**src/hdl/adcso_map.svh**
```systemverilog
// Timing counts and field layouts of the serial output port
`ifndef ADCSO_MAP_SVH
`define ADCSO_MAP_SVH

`define ADCSO_CLK_HZ        50000000
`define ADCSO_MOD_HZ        12500000
`define ADCSO_MOD_DIV       (`ADCSO_CLK_HZ / `ADCSO_MOD_HZ)
`define ADCSO_PH_FULL       (`ADCSO_MOD_DIV)
`define ADCSO_PH_HALF       (`ADCSO_MOD_DIV / 2)
`define ADCSO_CNT_W         4
`define ADCSO_DATA_W        24
`define ADCSO_STAT_W        8
`define ADCSO_FRAME_BITS    32
`define ADCSO_LAST_BIT      6'h1f
`define ADCSO_SDL_FIRST     6'h10
`define ADCSO_SDL_SECOND    6'h20
`define ADCSO_WR_ADDR_W     16
`define ADCSO_WR_DATA_W     16
`define ADCSO_STAT_RST      8'h00

`endif

```
**src/hdl/adcso_pkg.sv**
```systemverilog
// Types shared by the serial output port modules
`include "adcso_map.svh"

package adcso_pkg;

    typedef enum logic [1:0] {
        FR_IDLE,
        FR_READY,
        FR_SHIFT,
        FR_TAIL
    } adcso_frame_t;

    typedef struct packed {
        logic [`ADCSO_STAT_W-1:0] status;
        logic [`ADCSO_DATA_W-1:0] data;
    } adcso_word_t;

    typedef struct packed {
        logic [`ADCSO_WR_ADDR_W-1:0] addr;
        logic [`ADCSO_WR_DATA_W-1:0] data;
    } adcso_wr_t;

endpackage

```
**src/hdl/adcso_skid.sv**
```systemverilog
// Two-entry buffer between the sample source and the serialiser
`timescale 1ns/100ps
`include "adcso_map.svh"

module adcso_skid
(
    // Clock and reset
    input  wire logic                i_clk,
    input  wire logic                i_rst,
    // Fill side
    input  wire logic                i_valid,
    input  wire adcso_pkg::adcso_word_t i_word,
    output logic                     o_ready,
    // Drain side
    output logic                     o_valid,
    output adcso_pkg::adcso_word_t   o_word,
    input  wire logic                i_ready
);

    adcso_pkg::adcso_word_t mem_ff [2];
    logic                   wr_ptr_ff;
    logic                   rd_ptr_ff;
    logic [1:0]             count_ff;

    // Valid while ready is low is refused, so a held word is never stored twice
    wire push = i_valid && o_ready;
    wire pop  = i_ready && (count_ff != 2'h0);
    wire [1:0] nxt_count = count_ff + {1'b0, push} - {1'b0, pop};

    assign o_valid = (count_ff != 2'h0);
    assign o_word  = mem_ff[rd_ptr_ff];

    always_ff @(posedge i_clk)
    begin
        if (i_rst)
        begin
            wr_ptr_ff <= 1'b0;
            rd_ptr_ff <= 1'b0;
            count_ff  <= 2'h0;
            o_ready   <= 1'b0;
        end
        else
        begin
            if (push)
                wr_ptr_ff <= ~wr_ptr_ff;
            if (pop)
                rd_ptr_ff <= ~rd_ptr_ff;
            count_ff <= nxt_count;
            // Registered ready: full means the source must wait
            o_ready  <= (nxt_count != 2'h2);
        end
    end

    always_ff @(posedge i_clk)
    begin
        if (push)
            mem_ff[wr_ptr_ff] <= i_word;
    end

endmodule

```
**src/hdl/adcso_clkgen.sv**
```systemverilog
// Modulator clock and serial clock generator
`timescale 1ns/100ps
`include "adcso_map.svh"

module adcso_clkgen
(
    // Clock and reset
    input  wire logic i_clk,
    input  wire logic i_rst,
    // Configuration
    input  wire logic i_half_phase,
    input  wire logic i_polarity,
    // Clocks out
    output logic      o_mod_clk,
    output logic      o_sco,
    // Internal edge events, in the same cycle as the pin edge
    output logic      o_rise,
    output logic      o_fall
);

    localparam logic [`ADCSO_CNT_W-1:0] MOD_HALF = `ADCSO_CNT_W'(`ADCSO_MOD_DIV / 2 - 1);
    localparam logic [`ADCSO_CNT_W-1:0] PH_FULL  = `ADCSO_CNT_W'(`ADCSO_PH_FULL - 1);
    localparam logic [`ADCSO_CNT_W-1:0] PH_HALF  = `ADCSO_CNT_W'(`ADCSO_PH_HALF - 1);

    logic [`ADCSO_CNT_W-1:0] mod_cnt_ff;
    logic [`ADCSO_CNT_W-1:0] ph_cnt_ff;
    logic                    sco_int_ff;

    wire [`ADCSO_CNT_W-1:0] ph_last = i_half_phase ? PH_HALF : PH_FULL;
    wire                    mod_wrap = (mod_cnt_ff >= MOD_HALF);
    wire                    ph_wrap  = (ph_cnt_ff >= ph_last);
    wire                    nxt_sco  = ph_wrap ? ~sco_int_ff : sco_int_ff;

    always_ff @(posedge i_clk)
    begin
        if (i_rst)
        begin
            mod_cnt_ff <= '0;
            ph_cnt_ff  <= '0;
            sco_int_ff <= 1'b0;
            o_mod_clk  <= 1'b0;
            o_sco      <= 1'b0;
            o_rise     <= 1'b0;
            o_fall     <= 1'b0;
        end
        else
        begin
            // Modulator clock is I_CLK divided down
            mod_cnt_ff <= mod_wrap ? '0 : mod_cnt_ff + 1'b1;
            if (mod_wrap)
                o_mod_clk <= ~o_mod_clk;
            // Each serial clock phase is one or half a modulator period
            ph_cnt_ff  <= ph_wrap ? '0 : ph_cnt_ff + 1'b1;
            sco_int_ff <= nxt_sco;
            // Polarity only inverts the pin, events keep their meaning
            o_sco      <= nxt_sco ^ i_polarity;
            o_rise     <= ph_wrap && !sco_int_ff;
            o_fall     <= ph_wrap && sco_int_ff;
        end
    end

endmodule

```
**src/hdl/adcso_top.sv**
```systemverilog
// Serial output and register write port of the converter
// Functional notes
// - Modulator clock is derived from the master clock, within its legal range.
// - Serial clock phases last one or half a modulator period, pin selected.
// - Data ready goes low after a rising edge for exactly one serial period.
// - Frame sync low after rising edge for 32 bits, high after the last bit's falling edge.
// - Serial data changes after rising edge, stable through the next falling edge.
// - Bus share strobe first falls 16 periods after data ready returns high.
// - Bus share strobe pulses twice per frame, 16 serial clock periods apart.
// - Polarity select one inverts every serial clock edge relationship.
// - In decimate-by-32, frame sync only pulses for divide 0, rate 1.
// - Serial data output released before the rising edge another device uses.
`timescale 1ns/100ps
`include "adcso_map.svh"

module adcso_top
(
    // Clock and reset
    input  wire logic                           I_CLK,
    input  wire logic                           I_SYS_RST,
    // Configuration pins
    input  wire logic                           i_CLOCK_RATE_SELECT,
    input  wire logic                           i_CLOCK_DIVIDE_SELECT,
    input  wire logic                           i_CLOCK_POLARITY_SELECT,
    input  wire logic                           i_DECIM32_MODE,
    // Sample stream in
    input  wire logic                           i_SAMPLE_VALID,
    input  wire adcso_pkg::adcso_word_t         i_SAMPLE,
    output logic                                o_SAMPLE_READY,
    // Serial read port
    output logic                                o_MODULATOR_CLOCK,
    output logic                                o_SERIAL_CLOCK,
    output logic                                o_DATA_READY_N,
    output logic                                o_FRAME_SYNC_OUT,
    output logic                                o_SERIAL_DATA_OUT,
    output logic                                o_SERIAL_DATA_OUT_OE,
    output logic                                o_BUS_SHARE_STROBE,
    // Serial write port
    input  wire logic                           i_SERIAL_DATA_IN,
    input  wire logic                           i_FRAME_SYNC_IN,
    output adcso_pkg::adcso_wr_t                o_REG_WRITE,
    output logic                                o_REG_WRITE_STB
);

    // Strobe slots fall on multiples of 16 periods after data ready rises
    function automatic logic sdl_slot(input logic [5:0] pc);
        sdl_slot = (pc == `ADCSO_SDL_FIRST) || (pc == `ADCSO_SDL_SECOND);
    endfunction

    logic                   rise;
    logic                   fall;
    logic                   buf_valid;
    logic                   buf_pop;
    adcso_pkg::adcso_word_t buf_word;

    adcso_pkg::adcso_frame_t               state_ff;
    logic [5:0]                            pc_ff;
    logic [`ADCSO_FRAME_BITS-1:0]          shift_ff;
    logic [`ADCSO_FRAME_BITS-1:0]          rx_ff;
    logic [5:0]                            rx_cnt_ff;
    logic                                  rx_busy_ff;

    // Fast serial clock only for divide 0 and rate 1
    wire half_phase = i_CLOCK_RATE_SELECT && !i_CLOCK_DIVIDE_SELECT;
    // Frame sync is stuck low in decimate-by-32 unless the fast combination is set
    wire fso_stuck  = i_DECIM32_MODE && !half_phase;
    wire [5:0] nxt_pc = pc_ff + 6'h01;
    wire start      = rise && (state_ff == adcso_pkg::FR_IDLE) && buf_valid;
    wire last_fall  = fall && (state_ff == adcso_pkg::FR_SHIFT) && (pc_ff == `ADCSO_LAST_BIT);
    wire rx_start   = fall && !rx_busy_ff && !i_FRAME_SYNC_IN;
    wire rx_done    = fall && rx_busy_ff && (rx_cnt_ff == `ADCSO_LAST_BIT);

    assign buf_pop = start;

    adcso_clkgen u_clkgen
    (
        .i_clk        (I_CLK),
        .i_rst        (I_SYS_RST),
        .i_half_phase (half_phase),
        .i_polarity   (i_CLOCK_POLARITY_SELECT),
        .o_mod_clk    (o_MODULATOR_CLOCK),
        .o_sco        (o_SERIAL_CLOCK),
        .o_rise       (rise),
        .o_fall       (fall)
    );

    // Buffer lets a stalled frame hold off the source without loss
    adcso_skid u_skid
    (
        .i_clk   (I_CLK),
        .i_rst   (I_SYS_RST),
        .i_valid (i_SAMPLE_VALID),
        .i_word  (i_SAMPLE),
        .o_ready (o_SAMPLE_READY),
        .o_valid (buf_valid),
        .o_word  (buf_word),
        .i_ready (buf_pop)
    );

    // Read frame sequencer
    always_ff @(posedge I_CLK)
    begin
        if (I_SYS_RST)
        begin
            state_ff             <= adcso_pkg::FR_IDLE;
            pc_ff                <= 6'h00;
            shift_ff             <= '0;
            o_DATA_READY_N       <= 1'b1;
            o_FRAME_SYNC_OUT     <= 1'b1;
            o_SERIAL_DATA_OUT    <= 1'b0;
            o_SERIAL_DATA_OUT_OE <= 1'b0;
            o_BUS_SHARE_STROBE   <= 1'b1;
        end
        else
        begin
            unique case (state_ff)
                adcso_pkg::FR_IDLE:
                begin
                    if (fso_stuck)
                        o_FRAME_SYNC_OUT <= 1'b0;
                    else
                        o_FRAME_SYNC_OUT <= 1'b1;
                    if (start)
                    begin
                        shift_ff       <= buf_word;
                        o_DATA_READY_N <= 1'b0;
                        state_ff       <= adcso_pkg::FR_READY;
                    end
                end
                adcso_pkg::FR_READY:
                begin
                    if (rise)
                    begin
                        // One full period later data ready returns high
                        o_DATA_READY_N       <= 1'b1;
                        o_FRAME_SYNC_OUT     <= 1'b0;
                        o_SERIAL_DATA_OUT    <= shift_ff[`ADCSO_FRAME_BITS-1];
                        o_SERIAL_DATA_OUT_OE <= 1'b1;
                        shift_ff             <= {shift_ff[`ADCSO_FRAME_BITS-2:0], 1'b0};
                        pc_ff                <= 6'h00;
                        state_ff             <= adcso_pkg::FR_SHIFT;
                    end
                end
                adcso_pkg::FR_SHIFT:
                begin
                    if (rise)
                    begin
                        pc_ff              <= nxt_pc;
                        // Data moves only on rising events, so it holds across fall
                        o_SERIAL_DATA_OUT  <= shift_ff[`ADCSO_FRAME_BITS-1];
                        shift_ff           <= {shift_ff[`ADCSO_FRAME_BITS-2:0], 1'b0};
                        o_BUS_SHARE_STROBE <= !sdl_slot(nxt_pc);
                    end
                    else if (last_fall)
                    begin
                        // Released half a period before the next rising edge
                        o_SERIAL_DATA_OUT_OE <= 1'b0;
                        o_SERIAL_DATA_OUT    <= 1'b0;
                        o_FRAME_SYNC_OUT     <= fso_stuck ? 1'b0 : 1'b1;
                        state_ff             <= adcso_pkg::FR_TAIL;
                    end
                end
                adcso_pkg::FR_TAIL:
                begin
                    if (rise)
                    begin
                        pc_ff              <= nxt_pc;
                        o_BUS_SHARE_STROBE <= !sdl_slot(nxt_pc);
                        if (pc_ff == `ADCSO_SDL_SECOND)
                            state_ff <= adcso_pkg::FR_IDLE;
                    end
                end
            endcase
        end
    end

    // Register write receiver, sampled on serial clock falling events
    always_ff @(posedge I_CLK)
    begin
        if (I_SYS_RST)
        begin
            rx_ff           <= '0;
            rx_cnt_ff       <= 6'h00;
            rx_busy_ff      <= 1'b0;
            o_REG_WRITE     <= '0;
            o_REG_WRITE_STB <= 1'b0;
        end
        else
        begin
            o_REG_WRITE_STB <= 1'b0;
            if (rx_start)
            begin
                // Frame sync low at a falling event opens the word
                rx_ff      <= {rx_ff[`ADCSO_FRAME_BITS-2:0], i_SERIAL_DATA_IN};
                rx_cnt_ff  <= 6'h01;
                rx_busy_ff <= 1'b1;
            end
            else if (fall && rx_busy_ff)
            begin
                rx_ff     <= {rx_ff[`ADCSO_FRAME_BITS-2:0], i_SERIAL_DATA_IN};
                rx_cnt_ff <= rx_cnt_ff + 6'h01;
                if (rx_done)
                begin
                    rx_busy_ff      <= 1'b0;
                    o_REG_WRITE     <= {rx_ff[`ADCSO_FRAME_BITS-2:0], i_SERIAL_DATA_IN};
                    o_REG_WRITE_STB <= 1'b1;
                end
            end
        end
    end

endmodule

```
**config.mk**
```make
export PLATFORM = sky130hd
export DESIGN_NAME = adcso_top
export DESIGN_NICKNAME = d
export VERILOG_FILES = /design/src/hdl/adcso_pkg.sv /design/src/hdl/adcso_skid.sv /design/src/hdl/adcso_clkgen.sv /design/src/hdl/adcso_top.sv
export VERILOG_INCLUDE_DIRS = /design/src /design/src/hdl
export SDC_FILE = /design/constraint.sdc
export NUM_CORES = 1
export LEC_CHECK = 0
export BUFFER_PORTS_ARGS = -buffer_cell sky130_fd_sc_hd__buf_2
export CORE_MARGIN = 1.5
export CORE_UTILIZATION = 40
export CTS_CLUSTER_DIAMETER = 100
export CTS_CLUSTER_SIZE = 28
export DETAILED_ROUTE_END_ITERATION = 8
export PLACE_DENSITY_LB_ADDON = 0.08
export SLEW_MARGIN = 20
export SYNTH_ARGS = -nofsm -noshare
export SYNTH_HDL_FRONTEND = slang
export SYNTH_HIERARCHICAL = 1
export SYNTH_SLANG_ARGS = --single-unit
export TNS_END_PERCENT = 1
```
**constraint.sdc**
```tcl
create_clock -name I_CLK -period 2.58 [get_ports I_CLK]
set_clock_uncertainty 0.05 [all_clocks]
set_input_delay 0.387 -clock I_CLK [delete_from_list [all_inputs] [get_ports I_CLK]]
set_output_delay 0.387 -clock I_CLK [all_outputs]
set_load 0.02 [all_outputs]
```
==> results.py, run 1 <==
metrics = {
    "outcome": {
        "outcome": "complete, no violations",
    },
    "floorplanning": {
        "start_util_pct": 40.56,
        "die_h_um": 143.3,
        "dieArea_um2": 20520,
        "row_count": 51,
        "die_w_um": 143.3,
        "io-pin-count": 82,
        "core_um2": 19400,
    },
    "logic_synthesis": {
        "yosysSeqAreaShare_pct": 58.77,
        "async_reset_ff_share_pct": 0,
        "avgSynthCellArea_um2": 10.72,
        "netlist_instances": 734,
        "synth_top_cell_by_area": "dfxtp_1",
        "yosys_warnings": 6,
        "synth_area_leaders": "dfxtp_1, edfxtp_1, nand2_1, a21oi_1, mux2i_1",
        "synth_edf_count": 64,
        "ys_ff_latch": 199,
        "synth_top_area_share_pct": 34.35,
        "synth_area_um2": 7869,
        "post-synth-top-count-cell": "dfxtp_1",
        "synth_common_cells": "dfxtp_1, nand2_1, a21oi_1",
        "yosysUniqueCellTypes": 54,
        "yosys_most_used_dff": "dfxtp_1",
    },
    "global_route": {
        "track_usage_pct": 15.05,
        "grt_pass1_vias": 4964,
        "grt_max_degree": 64,
        "grt_overflow": 0,
        "antenna_found_initial": 0,
        "grt_pass1_wl_um": 24310,
    },
    "finish": {
        "area_growth_pct": 16.09,
        "fin_nets": 860,
        "layout-drive-gt1-share_pct": 20.96,
        "diodes": 0,
        "fin_util_pct": 47.09,
        "final_area_um2": 9135,
    },
    "placement": {
        "dpl-instance-area_um2": 8542,
        "io_buffers": 81,
        "dp.final_hpwl_um": 9466,
        "place_congestion": 0.7130,
    },
    "timing": {
        "fmax_mhz": 447.1,
        "rsz0062_at_grt": "false",
        "fin_crit_ns": 2.237,
        "slew_headroom_pct": 51.74,
        "finalSetupViolCount": 0,
        "worstMarginPinSlew_ns": 0.7240,
        "hold_viol_final": 0,
        "hold_ws_ns": 0.09481,
        "slew_violations": 0,
        "finalSetupTns_ns": 0,
        "period_share_pct": 86.70,
    },
    "worst_setup_path": {
        "startpoint_type": "register",
        "critical_path.endpoint_type": "register",
        "crit_required_ns": 2.82,
        "critPathKind": "reg2reg",
        "cp_max_fo": 6,
        "crit_arrival_ns": 2.48,
    },
    "drt": {
        "drcViolationCount": 0,
        "dr.first_iter.drc_count": 289,
        "avgViaCountPerCell": 4.871,
        "vias": 5266,
        "ant_nets": 0,
        "wire_per_inst_um": 13.81,
        "totalWireLength_um": 14930,
        "drt_first_pass_iters": 4,
    },
    "clock_network": {
        "numCtsBuffers": 17,
        "cts_tree": "built",
        "ctsResizeCount": 0,
        "htree_levels": 4,
        "clockBufferDepth": 2,
        "clock_sinks": 199,
        "cts.hold.buffers_added": 0,
        "clk_latency_ns": 0.42,
        "clkTransAtPathRegs_ns": 0.07,
        "post_cts_buffers": 0,
        "cts_root_buf": "clkbuf_16",
    },
    "power": {
        "p_total_mw": 7.014,
        "power_density_nw_per_um2": 767.8,
        "p_leak_nw": 3.262,
        "worst_ir_drop_vdd_mv": 0.5049,
    },
    "flow_run": {
        "maxCapViolations": 0,
    },
    "min_path": {
        "hp-class": "in2reg",
    },
}
==> metrics by stage <==
stage          setup slack, ns  instances
2_1_floorplan          0.06865        735
3_3_place_gp            0.4895       1049
3_5_place_dp            0.3413       1049
4_1_cts                 0.3154       1081
5_1_grt                 0.1138       1081
6_report                0.3433       1081
==> final timing paths <==
kind	slack (ns)	cells past startpoint	endpoint	from
setup / recovery	0.34	9	u_skid/o_ready$_SDFF_PP0_	state_ff[1]$_SDFFE_PP0P_
hold / removal	0.09	1	u_skid/mem_ff[1][4]$_DFFE_PP_	i_SAMPLE[4]
setup reg to reg	0.34	9	u_skid/o_ready$_SDFF_PP0_	state_ff[1]$_SDFFE_PP0P_
hold reg to reg	0.40	2	o_REG_WRITE[24]$_SDFFE_PP0P_	o_REG_WRITE[24]$_SDFFE_PP0P_
==> registers in the layout, summed over array words and instances, names as in the netlist, 4 cells and up, named ones only <==
register and count:
o_REG_WRITE 32, u_clkgen/ph_cnt_ff 4, rx_cnt_ff 6, rx_ff 31
u_skid/mem_ff 64, u_clkgen/mod_cnt_ff 4, shift_ff 32, pc_ff 6
==> cell usage in the layout (no fill, tap or decap), types with 2 or more instances in the layout <==
cell type	instances
nand2b_1	7
clkbuf_8	3
ha_1	15
nand4b_1	3
clkinv_4	3
nand3_1	2
inv_6	2
nor2b_1	8
a21oi_1	81
buf_2	80
or4b_1	3
nand2_1	134
mux2i_1	37
mux2_1	3
conb_1	2
o21ai_0	8
nor2_1	51
edfxtp_1	64
dfxtp_1	135
nand3b_1	2
or4_1	2
clkbuf_16	18
and3_1	4
buf_12	2
nor3_1	4
or3_1	3
o21bai_1	2
a211oi_1	34
mux2_2	30
buf_4	13
xor2_1	8
inv_8	4
inv_1	15
nor3b_1	5
==> critical path, stage by stage, from the launching register on <==
cell	delay, ns
dfxtp_1	0.36
inv_1	0.12
ha_2	0.22
nand3_1	0.11
inv_1	0.10
o21ai_0	0.15
xor2_1	0.20
ha_1	0.33
nor4bb_1	0.41
a2111oi_2	0.06
==> layout make-up <==
class                           count  area, µm²
Fill cell                        1852      10260
Clock buffer                       21      491.7
Tap cell                          265      331.6
Clock inverter                     11      101.3
Timing Repair Buffer               95      538.0
Sequential cell                   199       4624
Inverter                           15      56.30
Multi-Input combinational cell    475       2992
==> layer usage <==
metal  vias up  track usage (%)  wire length (µm)
met5         -                0                 0
li1       2697                -                 -
met4         0            4.350               108
met1      2472            20.42              7429
met3         9            3.655               549
met2        88            23.90              6842
==> power breakdown <==
part / leakage [nW] / switching [mW] / internal, mW / total [mW]
sequential: 1.68 / 0.0709 / 3.36 / 3.43
combinational: 1.29 / 0.543 / 0.422 / 0.965
clock: 0.293 / 1.21 / 1.41 / 2.62
total: 3.26 / 1.82 / 5.19 / 7.01
==> kinds of logic (layout without fill, tap and decap cells) <==
family,count (synthesis),count (layout),share of synthesized area [%]
simple gates,240,240,13.93
other cells,1,2,0.04766
compound gates,138,138,10.62
buf+inv,61,142,3.578
xor+xnor,8,8,0.8905
mux,71,71,9.620
fa+ha+maj,16,16,2.544
flops,199,199,58.77
Power figures use the tool's default switching activity.
==> inputs of run 2 (changes only) <==
==> constraint.sdc (replaced) <==
create_clock -name I_CLK -period 2.5 [get_ports I_CLK]
set_clock_uncertainty 0.05 [all_clocks]
set_input_delay 0.375 -clock I_CLK [delete_from_list [all_inputs] [get_ports I_CLK]]
set_output_delay 0.375 -clock I_CLK [all_outputs]
set_load 0.02 [all_outputs]
==> results.py, run 2 (same netlist as run 1, synthesis figures left out) <==
metrics = {
    "outcome": {
        "outcome": "complete, no violations",
    },
    "placement": {
        "io_buffers": 81,
        "place_congestion": 0.7157,
        "dp.final_hpwl_um": 9379,
    },
    "floorplanning": {
        "row_count": 51,
        "dieArea_um2": 20520,
        "die_h_um": 143.3,
        "io-pin-count": 82,
        "start_util_pct": 40.56,
        "core_um2": 19400,
        "die_w_um": 143.3,
    },
    "drt": {
        "vias": 5285,
        "drt_first_pass_iters": 4,
        "avgViaCountPerCell": 4.898,
        "totalWireLength_um": 14840,
        "ant_nets": 0,
        "wire_per_inst_um": 13.75,
        "dr.first_iter.drc_count": 299,
        "drcViolationCount": 0,
    },
    "power": {
        "p_leak_nw": 3.261,
        "power_density_nw_per_um2": 794.3,
        "p_total_mw": 7.252,
        "worst_ir_drop_vdd_mv": 0.4330,
    },
    "global_route": {
        "track_usage_pct": 15.02,
        "grt_pass1_wl_um": 24340,
        "grt_pass1_vias": 5047,
        "grt_overflow": 0,
        "antenna_found_initial": 0,
        "grt_max_degree": 67,
    },
    "timing": {
        "slew_headroom_pct": 48.81,
        "finalSetupTns_ns": 0,
        "fmax_mhz": 446.5,
        "slew_violations": 0,
        "rsz0062_at_grt": "false",
        "fin_crit_ns": 2.239,
        "period_share_pct": 89.58,
        "finalSetupViolCount": 0,
        "hold_viol_final": 0,
        "worstMarginPinSlew_ns": 0.7678,
    },
    "finish": {
        "layout_common_cells": "dfxtp_1, nand2_1, a21oi_1",
        "top_regs": "u_skid/mem_ff (64), o_REG_WRITE (32), shift_ff (32)",
        "layout-drive-gt1-share_pct": 20.76,
        "largest_register_ff_count": 64,
        "fin_nets": 858,
        "regMostFlops": "u_skid/mem_ff",
        "diodes": 0,
        "mostFrequentLayoutCell": "dfxtp_1",
        "area_growth_pct": 16.03,
    },
    "min_path": {
        "hold_end": "u_skid/mem_ff[1][13]$_DFFE_PP_",
        "hp-class": "in2reg",
        "hold_depth": 1,
        "hold_start": "i_SAMPLE[13]",
    },
    "worst_setup_path": {
        "startpoint_type": "register",
        "ff2ff_setup_slack_ns": 0.26,
        "cp_max_fo": 6,
        "rr_endpoint": "u_skid/o_ready$_SDFF_PP0_",
        "r2r_start": "state_ff[1]$_SDFFE_PP0P_",
        "critical_path.endpoint_type": "register",
        "r2r_cells": 10,
        "crit_arrival_ns": 2.48,
        "crit_required_ns": 2.74,
        "critPathKind": "reg2reg",
    },
    "clock_network": {
        "clkTransAtPathRegs_ns": 0.07,
        "cts_tree": "built",
        "clockBufferDepth": 2,
        "clk_latency_ns": 0.42,
        "clock_sinks": 199,
        "cts.hold.buffers_added": 0,
        "cts_root_buf": "clkbuf_16",
        "htree_levels": 4,
        "numCtsBuffers": 17,
        "post_cts_buffers": 0,
        "ctsResizeCount": 0,
    },
    "flow_run": {
        "maxCapViolations": 0,
    },
}
-- run 2: metal layers --
| layer | share of wire (%) | routed length, µm | GRT usage, % | vias up |
|---|---|---|---|---|
| met1 | 50 | 7365 | 20.27 | 2486 |
| met5 | 0 | 0 | 0 | - |
| met3 | 3.5 | 523 | 3.789 | 9 |
| li1 | - | - | - | 2694 |
| met2 | 46 | 6843 | 24.05 | 96 |
| met4 | 0.73 | 108 | 3.921 | 0 |
-- run 2: how the worst max path moves through the flow --
| stage | slack, ns | startpoint | endpoint |
|---|---|---|---|
| 4_1_cts | 0.25 | state_ff[0]$_SDFFE_PP0P_ | u_skid/o_ready$_SDFF_PP0_ |
| 3_5_place_dp | 0.26 | state_ff[1]$_SDFFE_PP0P_ | u_skid/o_ready$_SDFF_PP0_ |
| 6_report | 0.26 | state_ff[1]$_SDFFE_PP0P_ | u_skid/o_ready$_SDFF_PP0_ |
| 3_3_place_gp | 0.41 | state_ff[1]$_SDFFE_PP0P_ | u_skid/o_ready$_SDFF_PP0_ |
| 2_1_floorplan | 0.49 | state_ff[1]$_SDFFE_PP0P_ | u_skid/o_ready$_SDFF_PP0_ |
| 5_1_grt | 0.06 | state_ff[1]$_SDFFE_PP0P_ | u_skid/o_ready$_SDFF_PP0_ |
-- run 2: stage by stage --
step	instance area, µm²	setup slack (ns)	instances	util, %	hold slack (ns)
after floorplan	7875	0.4935	735	-	0.3769
after detailed placement	8527	0.2577	1047	43.96	0.3968
final	9130	0.2606	1079	47.07	0.08544
after global routing	9130	0.06368	1079	47.07	0.05734
after global placement	8527	0.4081	1047	43.96	0.3907
after CTS	9130	0.2479	1079	47.07	0.06558
-- run 2: power breakdown --
group          switching [mW]  internal, mW  total [mW]
clock network            1.24          1.50        2.74
registers              0.0742          3.47        3.54
logic                   0.553         0.414       0.967
-- run 2: worst max-delay path: stages (launching register included) --
cell       delay, ns
dfxtp_1         0.36
inv_1           0.13
ha_2            0.23
nand3_1         0.11
inv_1           0.10
o21ai_0         0.15
xor2_1          0.20
ha_1            0.26
nand2b_1        0.17
a211oi_1        0.27
a2111oi_2       0.09
-- run 2: area by class of cell --
cell class	count	area, µm²
well taps	265	331.6
multi-input cells	475	2992
inverters	15	56.30
clock buffers	20	469.2
flip-flops and latches	199	4624
clock inverters	12	133.9
repair buffers	93	523.0
fillers	1821	10270
